## src/port_mac_stats_pkg.sv

```systemverilog
/*
 * Constants for the port 1 MAC statistics and transmit gap block:
 * register indexes, reset values, field positions and octet timing.
 * Assumes a 125 MHz core clock and a 10 Mb/s line.
 */
package port_mac_stats_pkg;
   // register indexes as seen on the register port
   localparam logic [7:0] port1_rx_total_frames = 8'hA0;
   localparam logic [7:0] port1_rx_broadcast_frames = 8'hA1;
   localparam logic [7:0] port1_rx_multicast_frames = 8'hA2;
   localparam logic [7:0] port1_rx_unicast_frames = 8'hA3;
   localparam logic [7:0] port1_rx_fcs_error_frames = 8'hA4;
   localparam logic [7:0] port1_rx_alignment_errors = 8'hA5;
   localparam logic [7:0] port1_rx_length_errors = 8'hA6;
   localparam logic [7:0] port1_rx_phy_errors = 8'hA7;
   localparam logic [7:0] port1_tx_total_frames = 8'hA8;
   localparam logic [7:0] port1_tx_broadcast_frames = 8'hA9;
   localparam logic [7:0] port1_tx_multicast_frames = 8'hAA;
   localparam logic [7:0] port1_tx_unicast_frames = 8'hAB;
   localparam logic [7:0] port1_rx_dropped_fifo_full = 8'hAC;
   localparam logic [7:0] port1_rx_dropped_by_filter = 8'hAD;
   localparam logic [7:0] port1_rx_gap_error_frames = 8'hAE;
   localparam logic [7:0] port1_tx_gap_setting = 8'hB0;
   localparam logic [7:0] port1_mac_loopback_control = 8'hB3;
   localparam logic [7:0] port1_rx_gap_minimum = 8'hB5;
   localparam logic [7:0] port1_rx_max_len = 8'hB6;
   localparam logic [7:0] port1_rx_min_len = 8'hB7;

   localparam int num_counters = 15;
   localparam logic [7:0] counter_base = port1_rx_total_frames;

   // counter slots, in register order
   localparam int ev_rx_total = 0;
   localparam int ev_rx_bcast = 1;
   localparam int ev_rx_mcast = 2;
   localparam int ev_rx_ucast = 3;
   localparam int ev_rx_fcs = 4;
   localparam int ev_rx_align = 5;
   localparam int ev_rx_len = 6;
   localparam int ev_rx_phy = 7;
   localparam int ev_tx_total = 8;
   localparam int ev_tx_bcast = 9;
   localparam int ev_tx_mcast = 10;
   localparam int ev_tx_ucast = 11;
   localparam int ev_drop_full = 12;
   localparam int ev_drop_filt = 13;
   localparam int ev_gap_err = 14;

   // reset values and field positions
   localparam logic [31:0] counter_reset = 32'h0000_0000;
   localparam logic [7:0] tx_gap_reset = 8'h0B;
   localparam int loopback_bit = 0;
   localparam logic loopback_reset = 1'b0;
   localparam logic [5:0] rx_gap_reset = 6'h0A;
   localparam logic [15:0] max_len_reset = 16'h0618;
   localparam logic [15:0] min_len_reset = 16'h0040;

   // one gap unit is eight bit times at 10 Mb/s
   localparam int clk_mhz = 125;
   localparam int octet_time_ns = 800;
   localparam int octet_cycles = (octet_time_ns * clk_mhz) / 1000;
   localparam logic [6:0] octet_last = 7'(octet_cycles - 1);
endpackage : port_mac_stats_pkg

```

## src/port_mac_stats.sv

```systemverilog
/*
 * Port 1 MAC statistics counters, transmit gap timer, receive gap,
 * length checks and MII loopback, with their register port.
 * Assumes frame events arrive as one-cycle pulses synchronous to clk
 * with their qualifiers valid in the same cycle.
 */
//
// Overview of operation
// - count every received frame, good or bad
// - count received broadcast frames, good or bad
// - count received multicast frames, good or bad
// - count received unicast frames
// - count received frames failing the FCS
// - count received frames with alignment error
// - count received long or short frames together
// - count received frames with PHY error
// - count every transmitted frame
// - count transmitted broadcast frames
// - count transmitted multicast frames
// - count transmitted unicast frames
// - count frames dropped for full FIFO
// - flooded frame counts only if both full
// - count frames dropped by address filter
// - count received frames with gap error
// - transmit gap is (setting+1) octet times
// - loopback bit 0 loops MII toward PHY
// - counters read-only and zero after reset
// - short receive gap drops frame, flags error
// - frame above maximum length is long
// - frame below minimum length is short
`timescale 1ns/1ps
`default_nettype none

module port_mac_stats #(
   parameter int data_width = 32, // register data width
   parameter int len_width = 16 // frame length width
) (
   input wire logic clk, // core clock, 125 MHz
   input wire logic rst_b, // async reset, active low
   input wire logic [7:0] reg_addr, // register index
   input wire logic reg_rd, // read strobe
   input wire logic reg_wr, // write strobe
   input wire logic [31:0] reg_wdata, // write data
   output logic [31:0] reg_rdata, // read data
   output logic reg_rvalid, // read data valid pulse
   input wire logic rx_start, // receive frame start pulse
   input wire logic rx_done, // receive frame end pulse
   input wire logic rx_bcast, // frame is broadcast
   input wire logic rx_mcast, // frame is multicast
   input wire logic rx_fcs_err, // FCS check failed
   input wire logic rx_align_err, // not whole octets
   input wire logic rx_phy_err, // PHY signalled error
   input wire logic [15:0] rx_len, // frame length in bytes
   input wire logic rx_filtered, // dropped by address filter
   input wire logic rx_dest_host, // destined to host FIFO
   input wire logic rx_dest_port, // destined to other port
   input wire logic host_fifo_full, // host FIFO full
   input wire logic port_fifo_full, // other port FIFO full
   input wire logic tx_done, // transmit frame end pulse
   input wire logic tx_bcast, // transmitted broadcast
   input wire logic tx_mcast, // transmitted multicast
   output logic tx_gap_hold, // transmitter must stay idle
   output logic rx_gap_error_flag, // gap error pulse
   output logic rx_frame_drop, // frame dropped for short gap
   output logic rx_long_frame, // long frame pulse
   output logic rx_short_frame, // short frame pulse
   input wire logic [3:0] mac_txd, // MAC transmit nibble
   input wire logic mac_tx_en, // MAC transmit enable
   input wire logic [3:0] phy_rxd, // PHY receive nibble
   input wire logic phy_rx_dv, // PHY receive valid
   output logic [3:0] phy_txd, // nibble toward PHY
   output logic phy_tx_en, // enable toward PHY
   output logic [3:0] mac_rxd, // nibble toward MAC
   output logic mac_rx_dv, // valid toward MAC
   output logic mac_loopback_enable // loopback state
);

   // counters and length compares are fixed-width; refuse other sizes at elaboration
   if (data_width != 32 || len_width != 16) begin : g_param_check
      $error("port_mac_stats supports only 32-bit data and 16-bit lengths");
   end

   logic [31:0] counters [port_mac_stats_pkg::num_counters];
   logic [port_mac_stats_pkg::num_counters-1:0] events;
   logic [7:0] tx_gap_setting;
   logic [5:0] rx_gap_min;
   logic [15:0] rx_max_len;
   logic [15:0] rx_min_len;
   logic rx_gap_bad;
   logic [6:0] rx_gap_octets;
   logic [6:0] rx_div;
   logic [6:0] tx_div;
   logic [8:0] tx_octets_left;
   logic next_drop_full;
   logic next_long;
   logic next_short;

   function automatic logic is_counter(input logic [7:0] addr);
      return addr >= port_mac_stats_pkg::counter_base &&
             addr < port_mac_stats_pkg::counter_base + 8'(port_mac_stats_pkg::num_counters);
   endfunction

   assign next_long = rx_len > rx_max_len;
   assign next_short = rx_len < rx_min_len;

   // flooded frame dropped only when every destination full
   always_comb begin
      next_drop_full = (rx_dest_host || rx_dest_port) &&
                       (!rx_dest_host || host_fifo_full) &&
                       (!rx_dest_port || port_fifo_full);
   end

   always_comb begin
      events = '0;
      if (rx_done) begin
         events[port_mac_stats_pkg::ev_rx_total] = 1'b1;
         events[port_mac_stats_pkg::ev_rx_bcast] = rx_bcast;
         events[port_mac_stats_pkg::ev_rx_mcast] = rx_mcast && !rx_bcast;
         events[port_mac_stats_pkg::ev_rx_ucast] = !rx_mcast && !rx_bcast;
         events[port_mac_stats_pkg::ev_rx_fcs] = rx_fcs_err;
         events[port_mac_stats_pkg::ev_rx_align] = rx_align_err;
         events[port_mac_stats_pkg::ev_rx_len] = next_long || next_short;
         events[port_mac_stats_pkg::ev_rx_phy] = rx_phy_err;
         events[port_mac_stats_pkg::ev_drop_full] = next_drop_full;
         events[port_mac_stats_pkg::ev_drop_filt] = rx_filtered;
         events[port_mac_stats_pkg::ev_gap_err] = rx_gap_bad;
      end
      if (tx_done) begin
         events[port_mac_stats_pkg::ev_tx_total] = 1'b1;
         events[port_mac_stats_pkg::ev_tx_bcast] = tx_bcast;
         events[port_mac_stats_pkg::ev_tx_mcast] = tx_mcast && !tx_bcast;
         events[port_mac_stats_pkg::ev_tx_ucast] = !tx_mcast && !tx_bcast;
      end
   end

   genvar gi;
   generate
      for (gi = 0; gi < port_mac_stats_pkg::num_counters; gi++) begin : g_cnt
         always_ff @(posedge clk or negedge rst_b) begin
            if (!rst_b) begin
               counters[gi] <= port_mac_stats_pkg::counter_reset;
            end else if (events[gi]) begin
               counters[gi] <= counters[gi] + 32'h0000_0001;
            end
         end
      end
   endgenerate

   // control registers; counters ignore writes
   always_ff @(posedge clk or negedge rst_b) begin
      if (!rst_b) begin
         tx_gap_setting <= port_mac_stats_pkg::tx_gap_reset;
         mac_loopback_enable <= port_mac_stats_pkg::loopback_reset;
         rx_gap_min <= port_mac_stats_pkg::rx_gap_reset;
         rx_max_len <= port_mac_stats_pkg::max_len_reset;
         rx_min_len <= port_mac_stats_pkg::min_len_reset;
      end else if (reg_wr) begin
         if (reg_addr == port_mac_stats_pkg::port1_tx_gap_setting) begin
            tx_gap_setting <= reg_wdata[7:0];
         end else if (reg_addr == port_mac_stats_pkg::port1_mac_loopback_control) begin
            mac_loopback_enable <= reg_wdata[port_mac_stats_pkg::loopback_bit];
         end else if (reg_addr == port_mac_stats_pkg::port1_rx_gap_minimum) begin
            rx_gap_min <= reg_wdata[5:0];
         end else if (reg_addr == port_mac_stats_pkg::port1_rx_max_len) begin
            rx_max_len <= reg_wdata[15:0];
         end else if (reg_addr == port_mac_stats_pkg::port1_rx_min_len) begin
            rx_min_len <= reg_wdata[15:0];
         end
      end
   end

   // read port, one cycle latency; unmapped reads return zero
   always_ff @(posedge clk or negedge rst_b) begin
      if (!rst_b) begin
         reg_rdata <= 32'h0000_0000;
         reg_rvalid <= 1'b0;
      end else begin
         reg_rvalid <= reg_rd;
         if (reg_rd) begin
            if (is_counter(reg_addr)) begin
               reg_rdata <= counters[4'(reg_addr - port_mac_stats_pkg::counter_base)];
            end else if (reg_addr == port_mac_stats_pkg::port1_tx_gap_setting) begin
               reg_rdata <= {24'h00_0000, tx_gap_setting};
            end else if (reg_addr == port_mac_stats_pkg::port1_mac_loopback_control) begin
               reg_rdata <= {31'h0000_0000, mac_loopback_enable};
            end else if (reg_addr == port_mac_stats_pkg::port1_rx_gap_minimum) begin
               reg_rdata <= {26'h000_0000, rx_gap_min};
            end else if (reg_addr == port_mac_stats_pkg::port1_rx_max_len) begin
               reg_rdata <= {16'h0000, rx_max_len};
            end else if (reg_addr == port_mac_stats_pkg::port1_rx_min_len) begin
               reg_rdata <= {16'h0000, rx_min_len};
            end else begin
               reg_rdata <= 32'h0000_0000;
            end
         end
      end
   end

   // receive gap measured in octet times since the last frame end;
   // saturates above the largest setting so idle lines never flag
   always_ff @(posedge clk or negedge rst_b) begin
      if (!rst_b) begin
         rx_div <= 7'h00;
         rx_gap_octets <= 7'h7F;
      end else if (rx_done) begin
         rx_div <= 7'h00;
         rx_gap_octets <= 7'h00;
      end else if (rx_div == port_mac_stats_pkg::octet_last) begin
         rx_div <= 7'h00;
         if (rx_gap_octets != 7'h7F) begin
            rx_gap_octets <= rx_gap_octets + 7'h01;
         end
      end else begin
         rx_div <= rx_div + 7'h01;
      end
   end

   // gap not above the minimum marks the frame bad
   always_ff @(posedge clk or negedge rst_b) begin
      if (!rst_b) begin
         rx_gap_bad <= 1'b0;
      end else if (rx_start) begin
         rx_gap_bad <= rx_gap_octets <= {1'b0, rx_gap_min};
      end else if (rx_done) begin
         rx_gap_bad <= 1'b0;
      end
   end

   // frame-end indications
   always_ff @(posedge clk or negedge rst_b) begin
      if (!rst_b) begin
         rx_gap_error_flag <= 1'b0;
         rx_frame_drop <= 1'b0;
         rx_long_frame <= 1'b0;
         rx_short_frame <= 1'b0;
      end else begin
         // drop and flag on frame end
         rx_gap_error_flag <= rx_done && rx_gap_bad;
         rx_frame_drop <= rx_done && rx_gap_bad;
         rx_long_frame <= rx_done && next_long;
         rx_short_frame <= rx_done && next_short;
      end
   end

   // hold off transmit for (setting+1) octet times after a frame
   always_ff @(posedge clk or negedge rst_b) begin
      if (!rst_b) begin
         tx_div <= 7'h00;
         tx_octets_left <= 9'h000;
         tx_gap_hold <= 1'b0;
      end else if (tx_done) begin
         tx_div <= 7'h00;
         tx_octets_left <= {1'b0, tx_gap_setting} + 9'h001;
         tx_gap_hold <= 1'b1;
      end else if (tx_gap_hold) begin
         if (tx_div == port_mac_stats_pkg::octet_last) begin
            tx_div <= 7'h00;
            tx_octets_left <= tx_octets_left - 9'h001;
            if (tx_octets_left == 9'h001) begin
               tx_gap_hold <= 1'b0;
            end
         end else begin
            tx_div <= tx_div + 7'h01;
         end
      end
   end

   // loopback returns PHY receive traffic to the PHY
   // the MAC still sees receive data but its transmit is blocked
   always_ff @(posedge clk or negedge rst_b) begin
      if (!rst_b) begin
         phy_txd <= 4'h0;
         phy_tx_en <= 1'b0;
         mac_rxd <= 4'h0;
         mac_rx_dv <= 1'b0;
      end else begin
         mac_rxd <= phy_rxd;
         mac_rx_dv <= phy_rx_dv;
         if (mac_loopback_enable) begin
            phy_txd <= phy_rxd;
            phy_tx_en <= phy_rx_dv;
         end else begin
            phy_txd <= mac_txd;
            phy_tx_en <= mac_tx_en;
         end
      end
   end

endmodule // port_mac_stats

`default_nettype wire

```

## config.mk

```make
export PLATFORM = sky130hd
export DESIGN_NAME = port_mac_stats
export DESIGN_NICKNAME = d
export VERILOG_FILES = /design/src/port_mac_stats_pkg.sv /design/src/port_mac_stats.sv
export SDC_FILE = /design/constraint.sdc
export NUM_CORES = 1
export LEC_CHECK = 0
export ABC_CLOCK_PERIOD_IN_PS = 3500
export BUFFER_PORTS_ARGS = -buffer_cell sky130_fd_sc_hd__buf_4
export CORE_AREA = 5 5 284 286
export DETAILED_ROUTE_END_ITERATION = 10
export DIE_AREA = 0 0 289 291
export PLACE_DENSITY = 0.65
export SLEW_MARGIN = 20
export SYNTH_ARGS = -nofsm -noshare
export SYNTH_HDL_FRONTEND = slang
export SYNTH_SLANG_ARGS = --single-unit
```

## constraint.sdc

```tcl
create_clock -name clk -period 3.5 [get_ports clk]
set_input_delay 0.525 -clock clk [delete_from_list [all_inputs] [get_ports clk]]
set_output_delay 0.525 -clock clk [all_outputs]
set_load 0.005 [all_outputs]
```

==> impl_metrics.json <==
{
  "status": "finished, final reports clean",
  "start_util_pct": 39.5,
  "cts.sinks": 605,
  "clock_latency_ns": 0.63,
  "ys_ff_latch": 605,
  "first_iter_violations": 1375,
  "maxCapViolations": 0,
  "p_int_w": 0.0129,
  "htree_levels": 2,
  "drive_above_1_share_pct": 16.9,
  "startpoint_type": "flop",
  "pwr_density_cell_nw_per_um2": 490,
  "dieHeight_um": 291,
  "end_kind": "flop",
  "tritoncts": "built",
  "syn_area_per_cell_um2": 11.4,
  "via_per_inst": 5.28,
  "wl_um": 74200,
  "std_cell_rows": 103,
  "hold_class": "input port to flop",
  "grt_use_total_pct": 17.7,
  "grt_start_max_net_pins": 81,
  "place.gp.congestion": 0.824,
  "drtPass1Iterations": 5,
  "arrival_ns": 3.49,
  "dp.cells": 3840,
  "netlist_area_um2": 30800,
  "setup_slack_ns": 0.510,
  "seq_power_share_pct": 47.7,
  "synth_edf_count": 0,
  "cts_resized": 0,
  "worstMarginPinSlew_ns": 0.970,
  "required_ns": 4.00,
  "switching_share_pct": 25.8,
  "die_w_um": 289,
  "nets": 3002,
  "ant_nets": 0,
  "antenna_cells": 0,
  "syn_to_final_growth_pct": 14.8,
  "core_area_um2": 78100,
  "yosysWarnings": 0,
  "ir_drop_v": 0.000548,
  "ys_types": 69,
  "layout_min_cycle_time_ns": 2.99,
  "dieArea_um2": 84100,
  "synthCells": 2714,
  "synth_top_area_share_pct": 47.7,
  "grt_pass1_wl_um": 120000,
  "seqCellArea_um2": 15200,
  "r2r_start": "rx_max_len[9]",
  "wl_per_cell_um": 18.7,
  "timing.final.max_slew_violations": 0,
  "multi_input_area_um2": 14900,
  "io_pins": 134,
  "grt_overflow": 0,
  "fmax_mhz": 334,
  "fin_skew_ns": 0.0171,
  "clkPwrFrac_pct": 41.5,
  "rsz0062_at_grt": "false",
  "slew_headroom_pct": 35.0,
  "cts.clk_slew.worst_paths_ns": 0.07,
  "path_class": "flop to flop",
  "synth.most_common_cell": "dfrtp_1",
  "fin_crit_sh_pct": 85.4,
  "pwr-share-comb_pct": 10.7,
  "cts_buffers": 61,
  "hpwlAfterDp_um": 55400,
  "p_switching_w": 0.00448,
  "leakage_nw": 15.7,
  "min-delay-start": "rx_start",
  "grt_pass1_vias": 21400,
  "clockRootBuffer": "clkbuf_16",
  "instances_no_fill": 3962,
  "ys.flop_type": "dfrtp_1",
  "setup-violations-final": 0,
  "num_vias": 20900,
  "ys_top_cells_by_area": "dfrtp_1 (48%), xnor2_1 (10%), mux4_2 (9.3%)",
  "nFillCells": 7154,
  "cts_buffer_depth": 3,
  "cp_max_fo": 5,
  "fin_setup_tns_ns": 0,
  "drc": 0,
  "antenna_found_initial": 2,
  "synth_nets": 2857,
  "cp-startpoint": "rx_max_len[9]",
  "synth_top_area_cell": "dfrtp_1",
  "dp_slack_ns": 0.291,
  "hold_violations": 0,
  "portBuffers": 117,
  "synthArstFlopShare_pct": 100,
  "ys_seq_area_share_pct": 49.2,
  "synth_commonest_cells": "dfrtp_1 (588), xnor2_1 (365), nand2_1 (314), nand3_1 (173), nor2_1 (146)"
}
layer usage:
layer	part of all wire [%]	global-route usage, %
met3	4.2	2.36
met4	2.7	5.01
met5	0	0
met2	48	29.2
met1	45	24.8
path summary, 6_finish.rpt:
check | endpoint | slack, ns | depth (start not counted)
min in group asynchronous | tx_gap_setting[4] | 0.46 | 2
worst min register to register | rx_div[0] | 0.46 | 1
max in group asynchronous | phy_tx_en | 1.99 | 3
worst min-delay path | rx_gap_bad | 0.09 | 2
worst max-delay path | counters[278] | 0.51 | 9
worst max register to register | counters[278] | 0.51 | 9
cells by family (layout without fill, tap and decap cells):
logic type / Yosys count / count (layout) / synth area share [%]
and+or+nand+nor: 995 / 995 / 16.5
buffers and inverters: 176 / 374 / 2.53
xor gates and xnor gates: 491 / 491 / 13.9
adders and majority gates: 58 / 58 / 2.35
AOI/OAI and AO/OA: 191 / 191 / 3.69
muxes: 198 / 198 / 11.8
DFF: 605 / 605 / 49.2
placed cells by master (no fill, tap or decap), types with 17 or more instances in the layout:
cell / netlist / layout
nor3_1: 24 / 24
inv_1: 86 / 86
mux2i_1: 33 / 33
and2_1: 19 / 19
mux2_2: 37 / 37
ha_1: 58 / 58
clkbuf_16: 0 / 63
nand4_1: 100 / 100
nor2_1: 146 / 146
buf_4: 11 / 153
xor2_1: 126 / 126
dfstp_2: 17 / 17
and3_1: 104 / 104
nand2_1: 314 / 314
dfrtp_1: 588 / 588
and4_1: 43 / 43
xnor2_1: 365 / 365
clkbuf_8: 0 / 17
o21ai_0: 101 / 101
a21oi_1: 29 / 29
mux4_2: 128 / 128
nand3_1: 173 / 173
per-stage QoR:
step	hold WS, ns	power, W	utilization [%]	area [µm²]
3_3_place_gp	0.447	0.0102	42.4	33100
5_1_grt	0.0644	0.0181	45.3	35400
4_1_cts	0.0501	0.0175	45.3	35400
2_1_floorplan	0.229	0.00946	-	30800
3_5_place_dp	0.455	0.0103	42.4	33100
6_report	0.0889	0.0174	45.3	35400
area by class of cell:
| type | count | area share, % |
|---|---|---|
| clock buffers | 85 | 5.14 |
| clock inverters | 31 | 1.21 |
| inverters | 86 | 0.912 |
| multi-input cells | 1933 | 42.1 |
| flip-flops and latches | 605 | 42.8 |
| well taps | 1050 | 3.71 |
| repair buffers | 172 | 4.09 |
worst max-delay path, stage by stage (launching register included):
cell,delay (ns)
dfstp_2,0.53
inv_1,0.06
ha_1,0.29
a21oi_1,0.16
nor3_1,0.08
a2111oi_2,0.44
a211oi_1,0.22
a31oi_1,0.76
nor2_1,0.13
xor2_1,0.19
power by group through the flow:
stage,clock network (W),registers [W],logic [W]
floorplan,0,0.00818,0.00128
global placement,0,0.00838,0.00183
detailed placement,0,0.00838,0.00188
CTS,0.00737,0.00827,0.00189
global route,0.00762,0.00837,0.00209
finish,0.00721,0.00828,0.00186
repair_timing:
action | 4_1_cts | 5_1_grt
hold buffers | 6 | 0
setup buffers | 0 | 0
endpoints found under the hold margin | 58 | 0
flip-flops by register name, summed over array words and instances (netlist names), 4 cells and up:
name / flops
counters: 480
reg_rdata: 32
rx_max_len: 16
rx_min_len: 16
tx_octets_left: 9
tx_gap_setting: 8
rx_div: 7
rx_gap_octets: 7
tx_div: 7
rx_gap_min: 6
mac_rxd: 4
phy_txd: 4
No activity file was read; power rests on OpenSTA's default activity.
